$ cat config.mk
export PLATFORM = sky130hd
export DESIGN_NAME = sld_top
export DESIGN_NICKNAME = d
export VERILOG_FILES = /design/src/core/sld_pkg.sv /design/src/core/sld_clkdiv.sv /design/src/core/sld_top.sv
export VERILOG_INCLUDE_DIRS = /design/src /design/src/core
export SDC_FILE = /design/constraint.sdc
export NUM_CORES = 2
export LEC_CHECK = 0
export BUFFER_PORTS_ARGS = -buffer_cell sky130_fd_sc_hd__clkbuf_2
export CAP_MARGIN = 10
export CORE_ASPECT_RATIO = 1.1
export CORE_UTILIZATION = 25
export CTS_BUF_LIST = sky130_fd_sc_hd__clkbuf_4
export DETAILED_ROUTE_END_ITERATION = 8
export GPL_ROUTABILITY_DRIVEN = 0
export SETUP_SLACK_MARGIN = 0.5
export SLEW_MARGIN = 20
export SYNTH_ARGS = -nofsm -noshare
export SYNTH_HDL_FRONTEND = slang
export SYNTH_SLANG_ARGS = --single-unit
$ cat constraint.sdc
create_clock -name clock -period 4.12 [get_ports clock]
set_clock_uncertainty 0.1 [all_clocks]
set_input_delay 1.03 -clock clock [delete_from_list [all_inputs] [get_ports clock]]
set_output_delay 1.03 -clock clock [all_outputs]
set_load 0.1 [all_outputs]
$ cat src/core/sld_map.svh
// offsets, field positions, reset values and timing counts of the segment display driver
`ifndef SLD_MAP_SVH
`define SLD_MAP_SVH

// ****************************************
// register offsets (byte addresses)
// ****************************************
`define SLD_OFF_CTRL      12'h000
`define SLD_OFF_BANK      12'h004
`define SLD_OFF_PTR2      12'h008
`define SLD_OFF_IDATA     12'h00C
`define SLD_OFF_CFG       12'h010
`define SLD_OFF_STAT      12'h014
`define SLD_OFF_GP_BASE   12'h200
`define SLD_OFF_GP_LAST   12'h3FC

// ****************************************
// field positions
// ****************************************
`define SLD_CTRL_ON_BIT   0
`define SLD_CTRL_SEG_LO   1
`define SLD_CTRL_SEG_HI   4
`define SLD_CTRL_HALT_BIT 5
`define SLD_CFG_SRC_LO    0
`define SLD_CFG_SRC_HI    1
`define SLD_CFG_DIV_LO    2
`define SLD_CFG_DIV_HI    4
`define SLD_CFG_DUTY_LO   5
`define SLD_CFG_DUTY_HI   6
`define SLD_CFG_BIAS_BIT  7

// ****************************************
// reset values and memory geometry
// ****************************************
`define SLD_CTRL_RST      8'h00
`define SLD_CFG_RST       8'h00
`define SLD_PIX_FIRST     8'h40
`define SLD_PIX_LAST      8'h60
`define SLD_PIX_WORDS     33
`define SLD_GP_WORDS      128
`define SLD_SEG_COUNT     33

// ****************************************
// timing counts
// ****************************************
`define SLD_SYS_PRESCALE  2'h3
`define SLD_WDT_RATIO_M1  8'h03
`define SLD_RTC_RATIO_M1  8'h07
`define SLD_DIV_MIN_EXP   2
`define SLD_DIV_MAX_SEL   3'h6
`define SLD_SLOT_LEN_2COM 5'h11
`define SLD_SLOT_LEN_3COM 5'h0B
`define SLD_SLOT_LEN_4COM 5'h09
`define SLD_FRAME_MIN     65
`define SLD_FRAME_MAX     72

`endif

$ cat src/core/sld_pkg.sv
// types shared by the segment display driver files
package sld_pkg;

  // display source clock choice
  typedef enum logic [1:0] {
    SRC_WDT = 2'b00,
    SRC_RTC = 2'b01,
    SRC_SYS = 2'b10
  } sld_src_e;

  // duty choice
  typedef enum logic [1:0] {
    DUTY_2 = 2'b00,
    DUTY_3 = 2'b01,
    DUTY_4 = 2'b10
  } sld_duty_e;

  // pin level code handed to the analog ladder
  typedef enum logic [1:0] {
    LVL_VSS = 2'b00,
    LVL_VC  = 2'b01,
    LVL_VB  = 2'b10,
    LVL_VA  = 2'b11
  } sld_lvl_e;

  // register decode result
  typedef enum logic [2:0] {
    DEC_CTRL  = 3'b000,
    DEC_BANK  = 3'b001,
    DEC_PTR2  = 3'b010,
    DEC_IDATA = 3'b011,
    DEC_CFG   = 3'b100,
    DEC_STAT  = 3'b101,
    DEC_GP    = 3'b110,
    DEC_NONE  = 3'b111
  } sld_dec_e;

endpackage

$ cat src/core/sld_clkdiv.sv
// display clock divider: source choice and power-of-two ratio, gives a one-cycle tick
`timescale 1ns/1ps
`include "sld_map.svh"

module sld_clkdiv (
  // clock and reset
  input  wire logic       clock,
  input  wire logic       resetn,
  // control
  input  wire logic       run,
  input  wire logic [1:0] src_sel,
  input  wire logic [2:0] div_sel,
  // oscillator pins from other domains
  input  wire logic       wdt_osc,
  input  wire logic       rtc_osc,
  // display clock enable
  output logic            disp_tick
);

  logic       wdt_meta_q, wdt_sync_q, wdt_prev_q;
  logic       rtc_meta_q, rtc_sync_q, rtc_prev_q;
  logic [1:0] pre_q;
  logic [7:0] cnt_q;
  logic       tick_q;
  logic       src_tick;
  logic [7:0] ratio_m1;
  logic [2:0] div_eff;

  // oscillator synchronisers; edge detect looks only at the second and third stages
  always_ff @(posedge clock) begin
    wdt_meta_q <= wdt_osc;
    wdt_sync_q <= wdt_meta_q;
    wdt_prev_q <= wdt_sync_q;
    rtc_meta_q <= rtc_osc;
    rtc_sync_q <= rtc_meta_q;
    rtc_prev_q <= rtc_sync_q;
  end

  assign div_eff = (div_sel > `SLD_DIV_MAX_SEL) ? `SLD_DIV_MAX_SEL : div_sel;
  assign src_tick = (src_sel == sld_pkg::SRC_WDT) ? (wdt_sync_q & ~wdt_prev_q) :
                    (src_sel == sld_pkg::SRC_RTC) ? (rtc_sync_q & ~rtc_prev_q) :
                    (src_sel == sld_pkg::SRC_SYS) ? (pre_q == `SLD_SYS_PRESCALE) : 1'b0;
  assign ratio_m1 = (src_sel == sld_pkg::SRC_WDT) ? `SLD_WDT_RATIO_M1 :
                    (src_sel == sld_pkg::SRC_RTC) ? `SLD_RTC_RATIO_M1 :
                    8'((9'h001 << (4'(div_eff) + 4'(`SLD_DIV_MIN_EXP))) - 9'h001);

  // prescaler and ratio counter; both held cleared while stopped to save power
  always_ff @(posedge clock) begin
    if (!resetn || !run) begin
      pre_q  <= 2'h0;
      cnt_q  <= 8'h00;
      tick_q <= 1'b0;
    end else begin
      pre_q  <= pre_q + 2'h1;
      tick_q <= 1'b0;
      if (src_tick) begin
        if (cnt_q >= ratio_m1) begin
          cnt_q  <= 8'h00;
          tick_q <= 1'b1;
        end else begin
          cnt_q <= cnt_q + 8'h01;
        end
      end
    end
  end

  assign disp_tick = tick_q;
endmodule // sld_clkdiv

$ cat src/core/sld_top.sv
// segment display driver: register slave, banked pixel memory and waveform sequencer
// Function
// - pixel memory sits at 40H-60H in bank one
// - waveforms follow pixel memory with no refresh
// - bank bit zero keeps access in general memory
// - bank bit one, indirect 40H-60H reaches pixels
// - direct addressing always hits bank zero memory
// - four-common layout for quarter duty, three for third duty, two for half duty
// - driver-enable bit switches whole driver on/off
// - four select bits give pins to port
// - source is watchdog, real-time or system/4
// - watchdog source divided by four only
// - real-time source divided by eight only
// - system/4 source divided by 2^2 to 2^8
// - 4kHz display clock gives 55-62Hz frame
// - duty sets common count and slots
// - 33x2, 33x3, 32x4 with half/third bias
// - waveforms keep each pixel DC-free
// - option keeps driver running during halt
//
// Added by the designer: the register addresses and the AXI4-Lite register port.
`timescale 1ns/1ps
`include "sld_map.svh"

module sld_top (
  // clock and reset
  input  wire logic        clock,
  input  wire logic        resetn,
  // axi4-lite write address
  input  wire logic [11:0] s_axi_awaddr,
  input  wire logic        s_axi_awvalid,
  output logic             s_axi_awready,
  // axi4-lite write data
  input  wire logic [31:0] s_axi_wdata,
  input  wire logic [3:0]  s_axi_wstrb,
  input  wire logic        s_axi_wvalid,
  output logic             s_axi_wready,
  // axi4-lite write response
  output logic [1:0]       s_axi_bresp,
  output logic             s_axi_bvalid,
  input  wire logic        s_axi_bready,
  // axi4-lite read address
  input  wire logic [11:0] s_axi_araddr,
  input  wire logic        s_axi_arvalid,
  output logic             s_axi_arready,
  // axi4-lite read data
  output logic [31:0]      s_axi_rdata,
  output logic [1:0]       s_axi_rresp,
  output logic             s_axi_rvalid,
  input  wire logic        s_axi_rready,
  // oscillators and core state
  input  wire logic        wdt_osc,
  input  wire logic        rtc_osc,
  input  wire logic        cpu_halt,
  // panel drive level codes
  output logic [7:0]       com_level,
  output logic [65:0]      seg_level,
  // pin sharing with the fourth port and status
  output logic [3:0]       port_owns_pin,
  output logic             driver_active
);

  // ****************************************
  // storage
  // ****************************************
  logic [7:0]  pix_mem [0:`SLD_PIX_WORDS-1];
  logic [7:0]  gp_mem  [0:`SLD_GP_WORDS-1];
  logic [7:0]  ctrl_q, cfg_q, ptr2_q;
  logic        bank_q;
  logic        aw_got_q, w_got_q, bvalid_q, rvalid_q;
  logic [11:0] awaddr_q;
  logic [7:0]  wdata_q;
  logic        wlane_q;
  logic [1:0]  bresp_q, rresp_q;
  logic [31:0] rdata_q;
  logic [1:0]  slot_q;
  logic        phase_q;
  logic [4:0]  half_cnt_q;
  logic        active_q;
  logic [7:0]  com_q;
  logic [65:0] seg_q;
  logic [65:0] seg_d;
  logic [7:0]  com_d;

  // decode of a bus address into a register select
  function automatic sld_pkg::sld_dec_e dec_fn(input logic [11:0] a);
    if (a[1:0] != 2'b00) begin
      return sld_pkg::DEC_NONE;
    end else if (a == `SLD_OFF_CTRL) begin
      return sld_pkg::DEC_CTRL;
    end else if (a == `SLD_OFF_BANK) begin
      return sld_pkg::DEC_BANK;
    end else if (a == `SLD_OFF_PTR2) begin
      return sld_pkg::DEC_PTR2;
    end else if (a == `SLD_OFF_IDATA) begin
      return sld_pkg::DEC_IDATA;
    end else if (a == `SLD_OFF_CFG) begin
      return sld_pkg::DEC_CFG;
    end else if (a == `SLD_OFF_STAT) begin
      return sld_pkg::DEC_STAT;
    end else if (a >= `SLD_OFF_GP_BASE && a <= `SLD_OFF_GP_LAST) begin
      return sld_pkg::DEC_GP;
    end else begin
      return sld_pkg::DEC_NONE;
    end
  endfunction

  // level code of one pin for the given drive state
  function automatic logic [1:0] lvl_fn(input logic is_seg, input logic on,
                                        input logic ph, input logic b13);
    if (!is_seg) begin
      return on ? (ph ? sld_pkg::LVL_VA : sld_pkg::LVL_VSS)
                : (b13 ? (ph ? sld_pkg::LVL_VC : sld_pkg::LVL_VB) : sld_pkg::LVL_VB);
    end else begin
      return on ? (ph ? sld_pkg::LVL_VSS : sld_pkg::LVL_VA)
                : (b13 ? (ph ? sld_pkg::LVL_VB : sld_pkg::LVL_VC)
                       : (ph ? sld_pkg::LVL_VA : sld_pkg::LVL_VSS));
    end
  endfunction

  // ****************************************
  // bus decode and memory steering
  // ****************************************
  sld_pkg::sld_dec_e wr_dec, rd_dec;
  logic       wr_fire, rd_fire;
  logic       ptr_in_pix, ind_to_pix;
  logic [5:0] pix_idx;
  logic [6:0] gp_wr_idx, gp_rd_idx, ptr_gp_idx;
  logic [7:0] ind_rd;
  logic       drv_on, run_in_halt, bias13;
  logic [1:0] ncom_m1;
  logic [4:0] slot_len;
  logic       disp_tick, cfg_wr;

  assign wr_dec  = dec_fn(awaddr_q);
  assign rd_dec  = dec_fn(s_axi_araddr);
  assign wr_fire = aw_got_q && w_got_q && !bvalid_q;
  assign rd_fire = s_axi_arvalid && !rvalid_q;
  assign cfg_wr  = wr_fire && wlane_q && wr_dec == sld_pkg::DEC_CFG;
  assign ptr_in_pix = (ptr2_q >= `SLD_PIX_FIRST) && (ptr2_q <= `SLD_PIX_LAST);
  assign ind_to_pix = bank_q && ptr_in_pix;
  assign pix_idx    = 6'(ptr2_q - `SLD_PIX_FIRST);
  assign ptr_gp_idx = ptr2_q[6:0];
  assign gp_wr_idx  = awaddr_q[8:2];
  assign gp_rd_idx  = s_axi_araddr[8:2];
  assign ind_rd     = ind_to_pix ? pix_mem[pix_idx] : gp_mem[ptr_gp_idx];

  assign drv_on      = ctrl_q[`SLD_CTRL_ON_BIT];
  assign run_in_halt = ctrl_q[`SLD_CTRL_HALT_BIT];
  assign bias13      = cfg_q[`SLD_CFG_BIAS_BIT];

  // ****************************************
  // axi4-lite slave
  // ****************************************
  assign s_axi_awready = !aw_got_q && !bvalid_q;
  assign s_axi_wready  = !w_got_q && !bvalid_q;
  assign s_axi_arready = !rvalid_q;
  assign s_axi_bvalid  = bvalid_q;
  assign s_axi_bresp   = bresp_q;
  assign s_axi_rvalid  = rvalid_q;
  assign s_axi_rresp   = rresp_q;
  assign s_axi_rdata   = rdata_q;

  // address and data are caught in either order, then committed together
  always_ff @(posedge clock) begin
    if (!resetn) begin
      aw_got_q <= 1'b0;
      w_got_q  <= 1'b0;
      bvalid_q <= 1'b0;
      bresp_q  <= 2'b00;
      awaddr_q <= 12'h000;
      wdata_q  <= 8'h00;
      wlane_q  <= 1'b0;
    end else begin
      if (s_axi_awvalid && s_axi_awready) begin
        aw_got_q <= 1'b1;
        awaddr_q <= s_axi_awaddr;
      end
      if (s_axi_wvalid && s_axi_wready) begin
        w_got_q <= 1'b1;
        wdata_q <= s_axi_wdata[7:0];
        wlane_q <= s_axi_wstrb[0];
      end
      if (wr_fire) begin
        aw_got_q <= 1'b0;
        w_got_q  <= 1'b0;
        bvalid_q <= 1'b1;
        bresp_q  <= (wr_dec == sld_pkg::DEC_NONE) ? 2'b11 : 2'b00;
      end else if (bvalid_q && s_axi_bready) begin
        bvalid_q <= 1'b0;
      end
    end
  end

  // register writes; only the low byte lane carries data
  always_ff @(posedge clock) begin
    if (!resetn) begin
      ctrl_q <= `SLD_CTRL_RST;
      cfg_q  <= `SLD_CFG_RST;
      bank_q <= 1'b0;
      ptr2_q <= 8'h00;
    end else if (wr_fire && wlane_q) begin
      if (wr_dec == sld_pkg::DEC_CTRL) ctrl_q <= wdata_q;
      if (wr_dec == sld_pkg::DEC_CFG)  cfg_q  <= wdata_q;
      if (wr_dec == sld_pkg::DEC_BANK) bank_q <= wdata_q[0];
      if (wr_dec == sld_pkg::DEC_PTR2) ptr2_q <= wdata_q;
    end
  end

  // memory kept: contents survive the driver being off, no reset on purpose
  always_ff @(posedge clock) begin
    if (wr_fire && wlane_q && wr_dec == sld_pkg::DEC_IDATA) begin
      if (ind_to_pix) pix_mem[pix_idx] <= wdata_q;
      else            gp_mem[ptr_gp_idx] <= wdata_q;
    end
    if (wr_fire && wlane_q && wr_dec == sld_pkg::DEC_GP) gp_mem[gp_wr_idx] <= wdata_q;
  end

  // read answer one cycle after the address is taken
  always_ff @(posedge clock) begin
    if (!resetn) begin
      rvalid_q <= 1'b0;
      rdata_q  <= 32'h0000_0000;
      rresp_q  <= 2'b00;
    end else if (rd_fire) begin
      rvalid_q <= 1'b1;
      rresp_q  <= (rd_dec == sld_pkg::DEC_NONE) ? 2'b11 : 2'b00;
      case (rd_dec)
        sld_pkg::DEC_CTRL:  rdata_q <= {24'h00_0000, ctrl_q};
        sld_pkg::DEC_BANK:  rdata_q <= {31'h0000_0000, bank_q};
        sld_pkg::DEC_PTR2:  rdata_q <= {24'h00_0000, ptr2_q};
        sld_pkg::DEC_IDATA: rdata_q <= {24'h00_0000, ind_rd};
        sld_pkg::DEC_CFG:   rdata_q <= {24'h00_0000, cfg_q};
        sld_pkg::DEC_STAT:  rdata_q <= {28'h000_0000, active_q, phase_q, slot_q};
        sld_pkg::DEC_GP:    rdata_q <= {24'h00_0000, gp_mem[gp_rd_idx]};
        default:            rdata_q <= 32'h0000_0000;
      endcase
    end else if (rvalid_q && s_axi_rready) begin
      rvalid_q <= 1'b0;
    end
  end

  // ****************************************
  // display clock and frame sequencer
  // ****************************************
  sld_clkdiv u_div (
    .clock     (clock),
    .resetn    (resetn),
    .run       (active_q),
    .src_sel   (cfg_q[`SLD_CFG_SRC_HI:`SLD_CFG_SRC_LO]),
    .div_sel   (cfg_q[`SLD_CFG_DIV_HI:`SLD_CFG_DIV_LO]),
    .wdt_osc   (wdt_osc),
    .rtc_osc   (rtc_osc),
    .disp_tick (disp_tick)
  );

  // commons per duty; slot length keeps the frame near 60Hz at 4kHz
  assign ncom_m1  = (cfg_q[`SLD_CFG_DUTY_HI:`SLD_CFG_DUTY_LO] == sld_pkg::DUTY_4) ? 2'h3 :
                    (cfg_q[`SLD_CFG_DUTY_HI:`SLD_CFG_DUTY_LO] == sld_pkg::DUTY_3) ? 2'h2 : 2'h1;
  assign slot_len = (ncom_m1 == 2'h3) ? `SLD_SLOT_LEN_4COM :
                    (ncom_m1 == 2'h2) ? `SLD_SLOT_LEN_3COM : `SLD_SLOT_LEN_2COM;

  // each slot runs two halves of opposite polarity so every pixel averages zero
  always_ff @(posedge clock) begin
    if (!resetn) begin
      active_q   <= 1'b0;
      slot_q     <= 2'h0;
      phase_q    <= 1'b0;
      half_cnt_q <= 5'h00;
    end else begin
      active_q <= drv_on && !(cpu_halt && !run_in_halt);
      if (!active_q || cfg_wr) begin // restart so a new duty never sees a stale slot
        slot_q     <= 2'h0;
        phase_q    <= 1'b0;
        half_cnt_q <= 5'h00;
      end else if (disp_tick) begin
        if (half_cnt_q >= slot_len - 5'h01) begin
          half_cnt_q <= 5'h00;
          phase_q    <= !phase_q;
          if (phase_q) slot_q <= (slot_q >= ncom_m1) ? 2'h0 : slot_q + 2'h1;
        end else begin
          half_cnt_q <= half_cnt_q + 5'h01;
        end
      end
    end
  end

  // ****************************************
  // waveform levels
  // ****************************************
  // common levels; unused commons rest at ground
  always_comb begin
    com_d = 8'h00;
    for (int c = 0; c < 4; c++) begin
      if (active_q && 2'(c) <= ncom_m1)
        com_d[2*c +: 2] = lvl_fn(1'b0, slot_q == 2'(c), phase_q, bias13);
    end
  end

  // segment levels read straight from pixel memory
  genvar g;
  generate
    for (g = 0; g < `SLD_SEG_COUNT; g++) begin : g_seg
      logic gone;
      assign gone = !active_q || (g < 4 && ctrl_q[`SLD_CTRL_SEG_LO + (g % 4)]) ||
                    (g == `SLD_SEG_COUNT - 1 && ncom_m1 == 2'h3);
      assign seg_d[2*g +: 2] = gone ? sld_pkg::LVL_VSS
                             : lvl_fn(1'b1, pix_mem[g][slot_q], phase_q, bias13);
    end
  endgenerate

  // level codes leave from flops
  always_ff @(posedge clock) begin
    if (!resetn) begin
      com_q <= 8'h00;
      seg_q <= '0;
    end else begin
      com_q <= com_d;
      seg_q <= seg_d;
    end
  end

  assign com_level     = com_q;
  assign seg_level     = seg_q;
  assign port_owns_pin = ctrl_q[`SLD_CTRL_SEG_HI:`SLD_CTRL_SEG_LO];
  assign driver_active = active_q;

  // ****************************************
  // checks
  // ****************************************
  logic [7:0] frame_cnt_q;
  logic       frame_end, frame_seen_q;
  assign frame_end = active_q && disp_tick && phase_q && slot_q == ncom_m1 &&
                     half_cnt_q >= slot_len - 5'h01;
  always_ff @(posedge clock) begin
    if (!resetn || !active_q || cfg_wr) begin
      frame_cnt_q  <= 8'h00;
      frame_seen_q <= 1'b0;
    end else if (frame_end) begin
      frame_cnt_q  <= 8'h00;
      frame_seen_q <= 1'b1;
    end else if (disp_tick) begin
      frame_cnt_q <= frame_cnt_q + 8'h01;
    end
  end
endmodule // sld_top

### Word level (Yosys, flattened, before mapping)

Memories as Yosys holds them, arrays and structs flattened. A register that Yosys moved wholly into a read port is not among the register bits.
Index checks and enable logic that the tools add are counted.

| storage, ports and cells | value |
|---|---|
| register bits after elaboration | 186 |
| bits in writable memories | 1288 |
| input bits | 70 |
| logic and storage cells | 331 |
| memories | 2 |

Memories:

| memory | words | bits a word | read ports | clocked after memory_dff | wr ports | line | RTL |
|---|---|---|---|---|---|---|---|
| gp_mem | 128 | 8 | 2 | 1 | 1 | sld_top.sv:67 | `` logic [7:0] gp_mem [0:`SLD_GP_WORDS-1]; `` |
| pix_mem | 33 | 8 | 34 | 0 | 1 | sld_top.sv:66 | `` logic [7:0] pix_mem [0:`SLD_PIX_WORDS-1]; `` |

| cells by class | value |
|---|---|
| add/subtract/negate cells | 8 |
| magnitude comparators | 15 |
| eq/ne operators | 33 |
| shifts and indexed selects | 1 |
| mux-type cells | 160 |
| bitwise logic cells | 6 |
| reduce and logical (&&, ||, !) cells | 69 |

Operators by type and width:

| operator | count |
|---|---|
| 2-bit 2-to-1 mux | 50 |
| 1-bit binary-select mux with 2-bit select | 33 |
| 8-bit case mux with 7 select lines | 1 |
| 1-bit 2-to-1 mux | 52 |
| 12-bit by 4-bit equality test with 1-bit output, second input constant | 4 |
| 12-bit by 5-bit equality test with 1-bit output, second input constant | 4 |
| 8-bit 2-to-1 mux | 5 |
| 3-bit 2-to-1 mux | 13 |
| 12-bit by 3-bit equality test with 1-bit output, second input constant | 2 |
| 12-bit by 10-bit greater-or-equal comparator with 1-bit output, second input constant | 2 |
| 12-bit by 10-bit <= comparator with 1-bit output, second input constant | 2 |
| 12-bit zero test | 2 |
| 1-bit logical AND | 23 |
| 3-bit equality test, second input constant | 7 |
| 7-bit 2-to-1 mux | 3 |
| 2-bit AND reduction | 10 |
| 2-bit OR reduction | 8 |
| 5-bit 2-to-1 mux | 3 |
| 2-bit equality test, second input constant | 7 |
| 3-bit by 2-bit equality test with 1-bit output, second input constant | 4 |
| 1-bit zero test | 9 |
| 8-bit by 1-bit adder with 8-bit output, second input constant | 1 |
| 8-bit by 7-bit greater-or-equal comparator with 1-bit output, second input constant | 1 |
| 8-bit greater-or-equal comparator | 1 |
| 24 further kinds | 45 |

### Depth between registers and ports, before layout

| depth | value |
|---|---|
| word-level depth | 16 |
| gate-level depth with buffers | 13 |
| gate-level depth less buffers | 13 |

### Hierarchy

Synthesis repeated with hierarchy kept, for this count alone.

| unflattened totals | value |
|---|---|
| cell total of the unflattened synthesis | 4269 |
| area total of the unflattened synthesis | 77053.9 um2 |

Modules (own cells, without submodules):

| module | times used | cells an instance | area an instance (um2) |
|---|---|---|---|
| sld_top | 1 | 4157 | 76059.2 |
| sld_clkdiv | 1 | 112 | 994.7 |

### Worst setup path before layout

Ideal clock, no wire load.

| timing path | value |
|---|---|
| kind | register -> register |
| start | register wdata_q[0] |
| end | memory gp_mem[0][0] (data pin) |
| library setup time | 705 ps |
| data arrival time | 2679 ps |
| path slack | 636 ps |
| stages on the path, launching flop included | 1 |
| path buffers | 0 |
| clock period less this slack | 3484 ps |
| path through | dfxtp_1 |

| between the ends | value |
|---|---|
| cells in the longest elaborated chain, start to end | 1 |

Ends and longest elaborated chain:

| what | line | RTL |
|---|---|---|
| start: declaration | sld_top.sv:72 | `logic [7:0] wdata_q;` |
| start signal: assignment | sld_top.sv:181 | `wdata_q <= s_axi_wdata[7:0];` |
| 8-bit 2-to-1 mux (no source line) | -- |  |
| end: declaration | sld_top.sv:67 |  |

No other way between the ends.

==> flow_results.xml <==
<?xml version="1.0" encoding="UTF-8"?>
<metrics>
  <group name="logic_synthesis">
    <metric name="synth_area_leader_cell" unit="">sky130_fd_sc_hd__edfxtp_1</metric>
    <metric name="synth_largest_type_area_fraction" unit="">0.606</metric>
    <metric name="synthesis.area" unit="um2">76200</metric>
    <metric name="synth.top_cells.by_area" unit="">sky130_fd_sc_hd__edfxtp_1 61%, sky130_fd_sc_hd__mux4_2 19%, sky130_fd_sc_hd__dfxtp_1 4.4%</metric>
    <metric name="ys_types" unit="">65</metric>
    <metric name="yosys.cell_count.top_type" unit="">sky130_fd_sc_hd__edfxtp_1</metric>
    <metric name="synthFlopType" unit="">sky130_fd_sc_hd__edfxtp_1</metric>
    <metric name="synth_enable_flop_cells" unit="">1536</metric>
    <metric name="synth.cells.most_frequent" unit="">1,536 x sky130_fd_sc_hd__edfxtp_1, 647 x sky130_fd_sc_hd__mux4_2, 318 x sky130_fd_sc_hd__nor2_1</metric>
    <metric name="seq_area_frac_synth" unit="">0.650</metric>
    <metric name="postSynthRegisterBits" unit="">1703</metric>
    <metric name="synth_warnings" unit="">0</metric>
    <metric name="syn_avg_cell_area" unit="um2">17.8</metric>
    <metric name="async_flop_share" unit="">0</metric>
    <metric name="cells_after_synthesis" unit="">4276</metric>
  </group>
  <group name="clock_network">
    <metric name="h-tree-depth" unit="">5</metric>
    <metric name="cts_tree" unit="">yes</metric>
    <metric name="cts-buffers-inserted" unit="">401</metric>
    <metric name="cts.sink_count" unit="">1703</metric>
    <metric name="clockBufferDepth" unit="">4</metric>
    <metric name="clk-insertion-delay-late" unit="ns">1.23</metric>
    <metric name="worst_setup_hold_path_clk_slew" unit="ns">0.08</metric>
    <metric name="clock-root-buffer" unit="">sky130_fd_sc_hd__clkbuf_4</metric>
  </group>
  <group name="global_route">
    <metric name="grt_pass1_wl" unit="um">328000</metric>
    <metric name="grt_pass1_vias" unit="">47200</metric>
    <metric name="overflow" unit="">0</metric>
    <metric name="antenna_found_initial" unit="">14</metric>
    <metric name="groute.usage.overall" unit="">0.146</metric>
    <metric name="maximum_number_of_pins_on_one_net_before_global_route_repair" unit="">113</metric>
  </group>
  <group name="cells_and_area">
    <metric name="finalCoreUtilization" unit="">0.300</metric>
    <metric name="area_growth_syn_to_layout" unit="%">19.6</metric>
    <metric name="final_layout_size_suffix_gt1_frac" unit="">0.348</metric>
    <metric name="seqCellArea" unit="um2">49500</metric>
    <metric name="final_net_count" unit="">5381</metric>
    <metric name="multi_input_comb_area" unit="um2">26000</metric>
    <metric name="layout.cells.non_filler" unit="">9660</metric>
    <metric name="fillerInstances" unit="">29900</metric>
  </group>
  <group name="floorplan">
    <metric name="floorplan.initialDensity" unit="">0.251</metric>
    <metric name="chip_height" unit="um">581</metric>
    <metric name="num_io_pins" unit="">190</metric>
    <metric name="die_area" unit="um2">307000</metric>
    <metric name="die_width" unit="um">528</metric>
    <metric name="row_count" unit="">212</metric>
    <metric name="fp.coreArea" unit="um2">303000</metric>
  </group>
  <group name="min_path">
    <metric name="hp-start" unit="">s_axi_wvalid</metric>
    <metric name="hold_path_cell_cnt" unit="">4</metric>
    <metric name="hold_end" unit="">wdata_q[2]$_SDFFE_PN0P_</metric>
    <metric name="min-delay-path-class" unit="">input pin to flop</metric>
  </group>
  <group name="power">
    <metric name="power.clock.fraction" unit="">0.396</metric>
    <metric name="worst_ir_drop_vdd" unit="mV">0.168</metric>
    <metric name="switching_part_of_the_total" unit="">0.230</metric>
    <metric name="total_power" unit="W">0.0345</metric>
    <metric name="p_comb_frac" unit="">0.045</metric>
    <metric name="p_per_area" unit="nW/um2">379</metric>
    <metric name="seqPwrFrac" unit="">0.559</metric>
    <metric name="p_switching" unit="W">0.00793</metric>
    <metric name="power.static_leakage" unit="nW">29.9</metric>
    <metric name="intPower" unit="W">0.0266</metric>
  </group>
  <group name="sta">
    <metric name="rsz0062_at_grt" unit="">true</metric>
    <metric name="setup_violations" unit="">0</metric>
    <metric name="timing.slew.headroom" unit="">0.230</metric>
    <metric name="fmax" unit="MHz">283</metric>
    <metric name="hold_violations" unit="">0</metric>
    <metric name="post-route-period-util" unit="">0.859</metric>
    <metric name="drv_slew" unit="">0</metric>
    <metric name="finalWorstSetupSlack" unit="ns">0.581</metric>
    <metric name="worst-slew-pin-transition" unit="ns">1.15</metric>
    <metric name="period_needed" unit="ns">3.54</metric>
    <metric name="totalNegativeSetupSlack" unit="ns">0</metric>
  </group>
  <group name="critical_path">
    <metric name="worstSetupPathType" unit="">flop to flop</metric>
    <metric name="r2r_slack" unit="ns">0.58</metric>
    <metric name="critical_path.endpoint_type" unit="">flop</metric>
    <metric name="worstPathRequired" unit="ns">5.17</metric>
    <metric name="r2r_cells" unit="">10</metric>
    <metric name="crit_path_start_kind" unit="">flop</metric>
    <metric name="capture_point_of_the_worst_reg_to_reg_path" unit="">s_axi_rdata[3]$_SDFFE_PN0P_</metric>
    <metric name="critPathMaxFanout" unit="">24</metric>
    <metric name="arrival" unit="ns">4.59</metric>
  </group>
  <group name="placement">
    <metric name="dp.cells" unit="">8918</metric>
    <metric name="post-place-ws" unit="ns">0.0992</metric>
    <metric name="hpwlAfterDp" unit="um">155000</metric>
    <metric name="place.port_buffers" unit="">138</metric>
  </group>
  <group name="drt">
    <metric name="vias" unit="">46600</metric>
    <metric name="routedWlPerCell" unit="um">23.8</metric>
    <metric name="detail_route.first_pass.iterations" unit="">6</metric>
    <metric name="vias_per_instance" unit="">4.82</metric>
    <metric name="drc" unit="">0</metric>
    <metric name="drt_first_iter_violations" unit="">4401</metric>
    <metric name="antenna_violating_nets_post_route" unit="">0</metric>
    <metric name="detail_route.wirelength" unit="um">230000</metric>
  </group>
  <group name="run_status">
    <metric name="status" unit="">complete, no violations</metric>
  </group>
  <group name="job">
    <metric name="max-cap-violations" unit="">0</metric>
  </group>
</metrics>
-- power groups by stage --
stage / clock network, W / logic, W / registers [W]
floorplan: 0 / 0.000855 / 0.0197
finish: 0.0137 / 0.00155 / 0.0193
global route: 0.0148 / 0.00163 / 0.0193
global placement: 0 / 0.00149 / 0.0196
detailed placement: 0 / 0.00150 / 0.0197
CTS: 0.0140 / 0.00153 / 0.0193
-- layout by cell type, fill, tap and decap left out, types with 10 or more instances in the layout --
| cell | instances |
|---|---|
| sky130_fd_sc_hd__and3_1 | 10 |
| sky130_fd_sc_hd__dfxtp_4 | 11 |
| sky130_fd_sc_hd__nand2b_1 | 22 |
| sky130_fd_sc_hd__o22ai_1 | 31 |
| sky130_fd_sc_hd__a221oi_1 | 73 |
| sky130_fd_sc_hd__o21ai_0 | 83 |
| sky130_fd_sc_hd__clkinv_1 | 96 |
| sky130_fd_sc_hd__mux2i_1 | 299 |
| sky130_fd_sc_hd__dfxtp_1 | 150 |
| sky130_fd_sc_hd__clkbuf_4 | 578 |
| sky130_fd_sc_hd__and2_1 | 16 |
| sky130_fd_sc_hd__a22oi_1 | 53 |
| sky130_fd_sc_hd__inv_1 | 19 |
| sky130_fd_sc_hd__nand3b_1 | 12 |
| sky130_fd_sc_hd__a21boi_0 | 24 |
| sky130_fd_sc_hd__mux2_2 | 15 |
| sky130_fd_sc_hd__nor3_1 | 40 |
| sky130_fd_sc_hd__dlygate4sd3_1 | 27 |
| sky130_fd_sc_hd__nor2b_1 | 53 |
| sky130_fd_sc_hd__nand2_1 | 187 |
| sky130_fd_sc_hd__xnor2_1 | 39 |
| sky130_fd_sc_hd__clkbuf_2 | 130 |
| sky130_fd_sc_hd__nand3_1 | 47 |
| sky130_fd_sc_hd__buf_12 | 54 |
| sky130_fd_sc_hd__clkinv_2 | 16 |
| sky130_fd_sc_hd__mux4_2 | 647 |
| sky130_fd_sc_hd__a21oi_1 | 76 |
| sky130_fd_sc_hd__conb_1 | 274 |
| sky130_fd_sc_hd__edfxtp_1 | 1536 |
| sky130_fd_sc_hd__nor2_1 | 314 |
| sky130_fd_sc_hd__nand4_1 | 21 |
| sky130_fd_sc_hd__buf_4 | 433 |
| sky130_fd_sc_hd__o211ai_1 | 11 |
| sky130_fd_sc_hd__ha_1 | 27 |
| sky130_fd_sc_hd__a211oi_1 | 15 |
-- timing repair --
| item | 4_1_cts | 5_1_grt |
|---|---|---|
| endpoints found under the setup margin | 27 | 275 |
| gates resized for setup | 7 | 10 |
| hold buffers | 27 | 0 |
| pin swaps | 0 | 0 |
| hold endpoints to repair | 26 | 0 |
| buffers inserted | 1 | 0 |
-- worst max path at each step --
| stage | start | end | slack (ns) | cells after the start |
|---|---|---|---|---|
| 4_1_cts | flop | s_axi_rdata[3]$_SDFFE_PN0P_ | 0.46 | 11 |
| 6_report | flop | s_axi_rdata[3]$_SDFFE_PN0P_ | 0.58 | 10 |
| 3_3_place_gp | s_axi_araddr[3] | s_axi_rdata[3]$_SDFFE_PN0P_ | 0.07 | 10 |
| 2_1_floorplan | wdata_q[0]$_SDFFE_PN0P_ | gp_mem[0][0]$_DFFE_PP_ | 0.64 | 0 |
| 3_5_place_dp | s_axi_araddr[2] | s_axi_rdata[0]$_SDFFE_PN0P_ | 0.1 | 9 |
| 5_1_grt | awaddr_q[11]$_SDFFE_PN0P_ | gp_mem[59][1]$_DFFE_PP_ | 0.45 | 12 |
-- final cells by class --
cell class | instances | share of cell area
Inverter | 22 | 0.000934
Clock inverter | 130 | 0.00828
Tap cell | 4066 | 0.0559
Sequential cell | 1703 | 0.544
Timing Repair Buffer | 652 | 0.0585
Antenna cell | 9 | 0.000247
Clock buffer | 574 | 0.0473
Multi-Input combinational cell | 2504 | 0.285
-- registers in the layout, summed over array words and instances, names as in the netlist, 5 cells and up, named ones only --
signal,cells
cfg_q,8
half_cnt_q,5
gp_mem,1024
ptr2_q,8
com_level,8
awaddr_q,12
pix_mem,512
seg_level,66
s_axi_rdata,8
wdata_q,8
u_div.cnt_q,8
ctrl_q,8
-- logic make-up (layout without fill, tap and decap cells) --
group                    Yosys count  count (layout)  share of synthesized area
multiplexers                     961             961                      0.233
buffers and inverters            341            1378                     0.0246
XOR/XNOR                          47              47                    0.00541
other                              2             283                  0.0000986
AO/OA/AOI/OAI                    432             432                     0.0382
adder cells (fa/ha/maj)           27              27                    0.00444
flip-flops                      1703            1703                      0.650
AND/OR/NAND/NOR                  763             763                     0.0449
-- worst max-delay path: stages (launching register included) --
cell	delay, ns
sky130_fd_sc_hd__dfxtp_4	0.73
sky130_fd_sc_hd__buf_12	0.27
sky130_fd_sc_hd__buf_12	0.25
sky130_fd_sc_hd__mux4_2	0.54
sky130_fd_sc_hd__mux4_2	0.61
sky130_fd_sc_hd__o21ai_0	0.34
sky130_fd_sc_hd__nor4_1	0.09
sky130_fd_sc_hd__buf_4	0.16
sky130_fd_sc_hd__nor3_1	0.11
sky130_fd_sc_hd__and3_1	0.16
sky130_fd_sc_hd__a21oi_1	0.06
-- through the flow --
stage                     hold slack, ns  instance area [um2]
final                              0.202                91100
after global routing               0.186                91100
after CTS                         0.0984                91000
after detailed placement           0.215                85600
after global placement             0.223                85600
after floorplan                    0.210                77200
-- layer usage --
metal,up-vias,routed length [um],track usage
met5,-,69,0
met1,24200,87800,0.177
met2,2237,113000,0.248
met3,550,17000,0.0260
li1,19600,-,-
met4,10,11900,0.0738
Power figures use the tool's default switching activity.
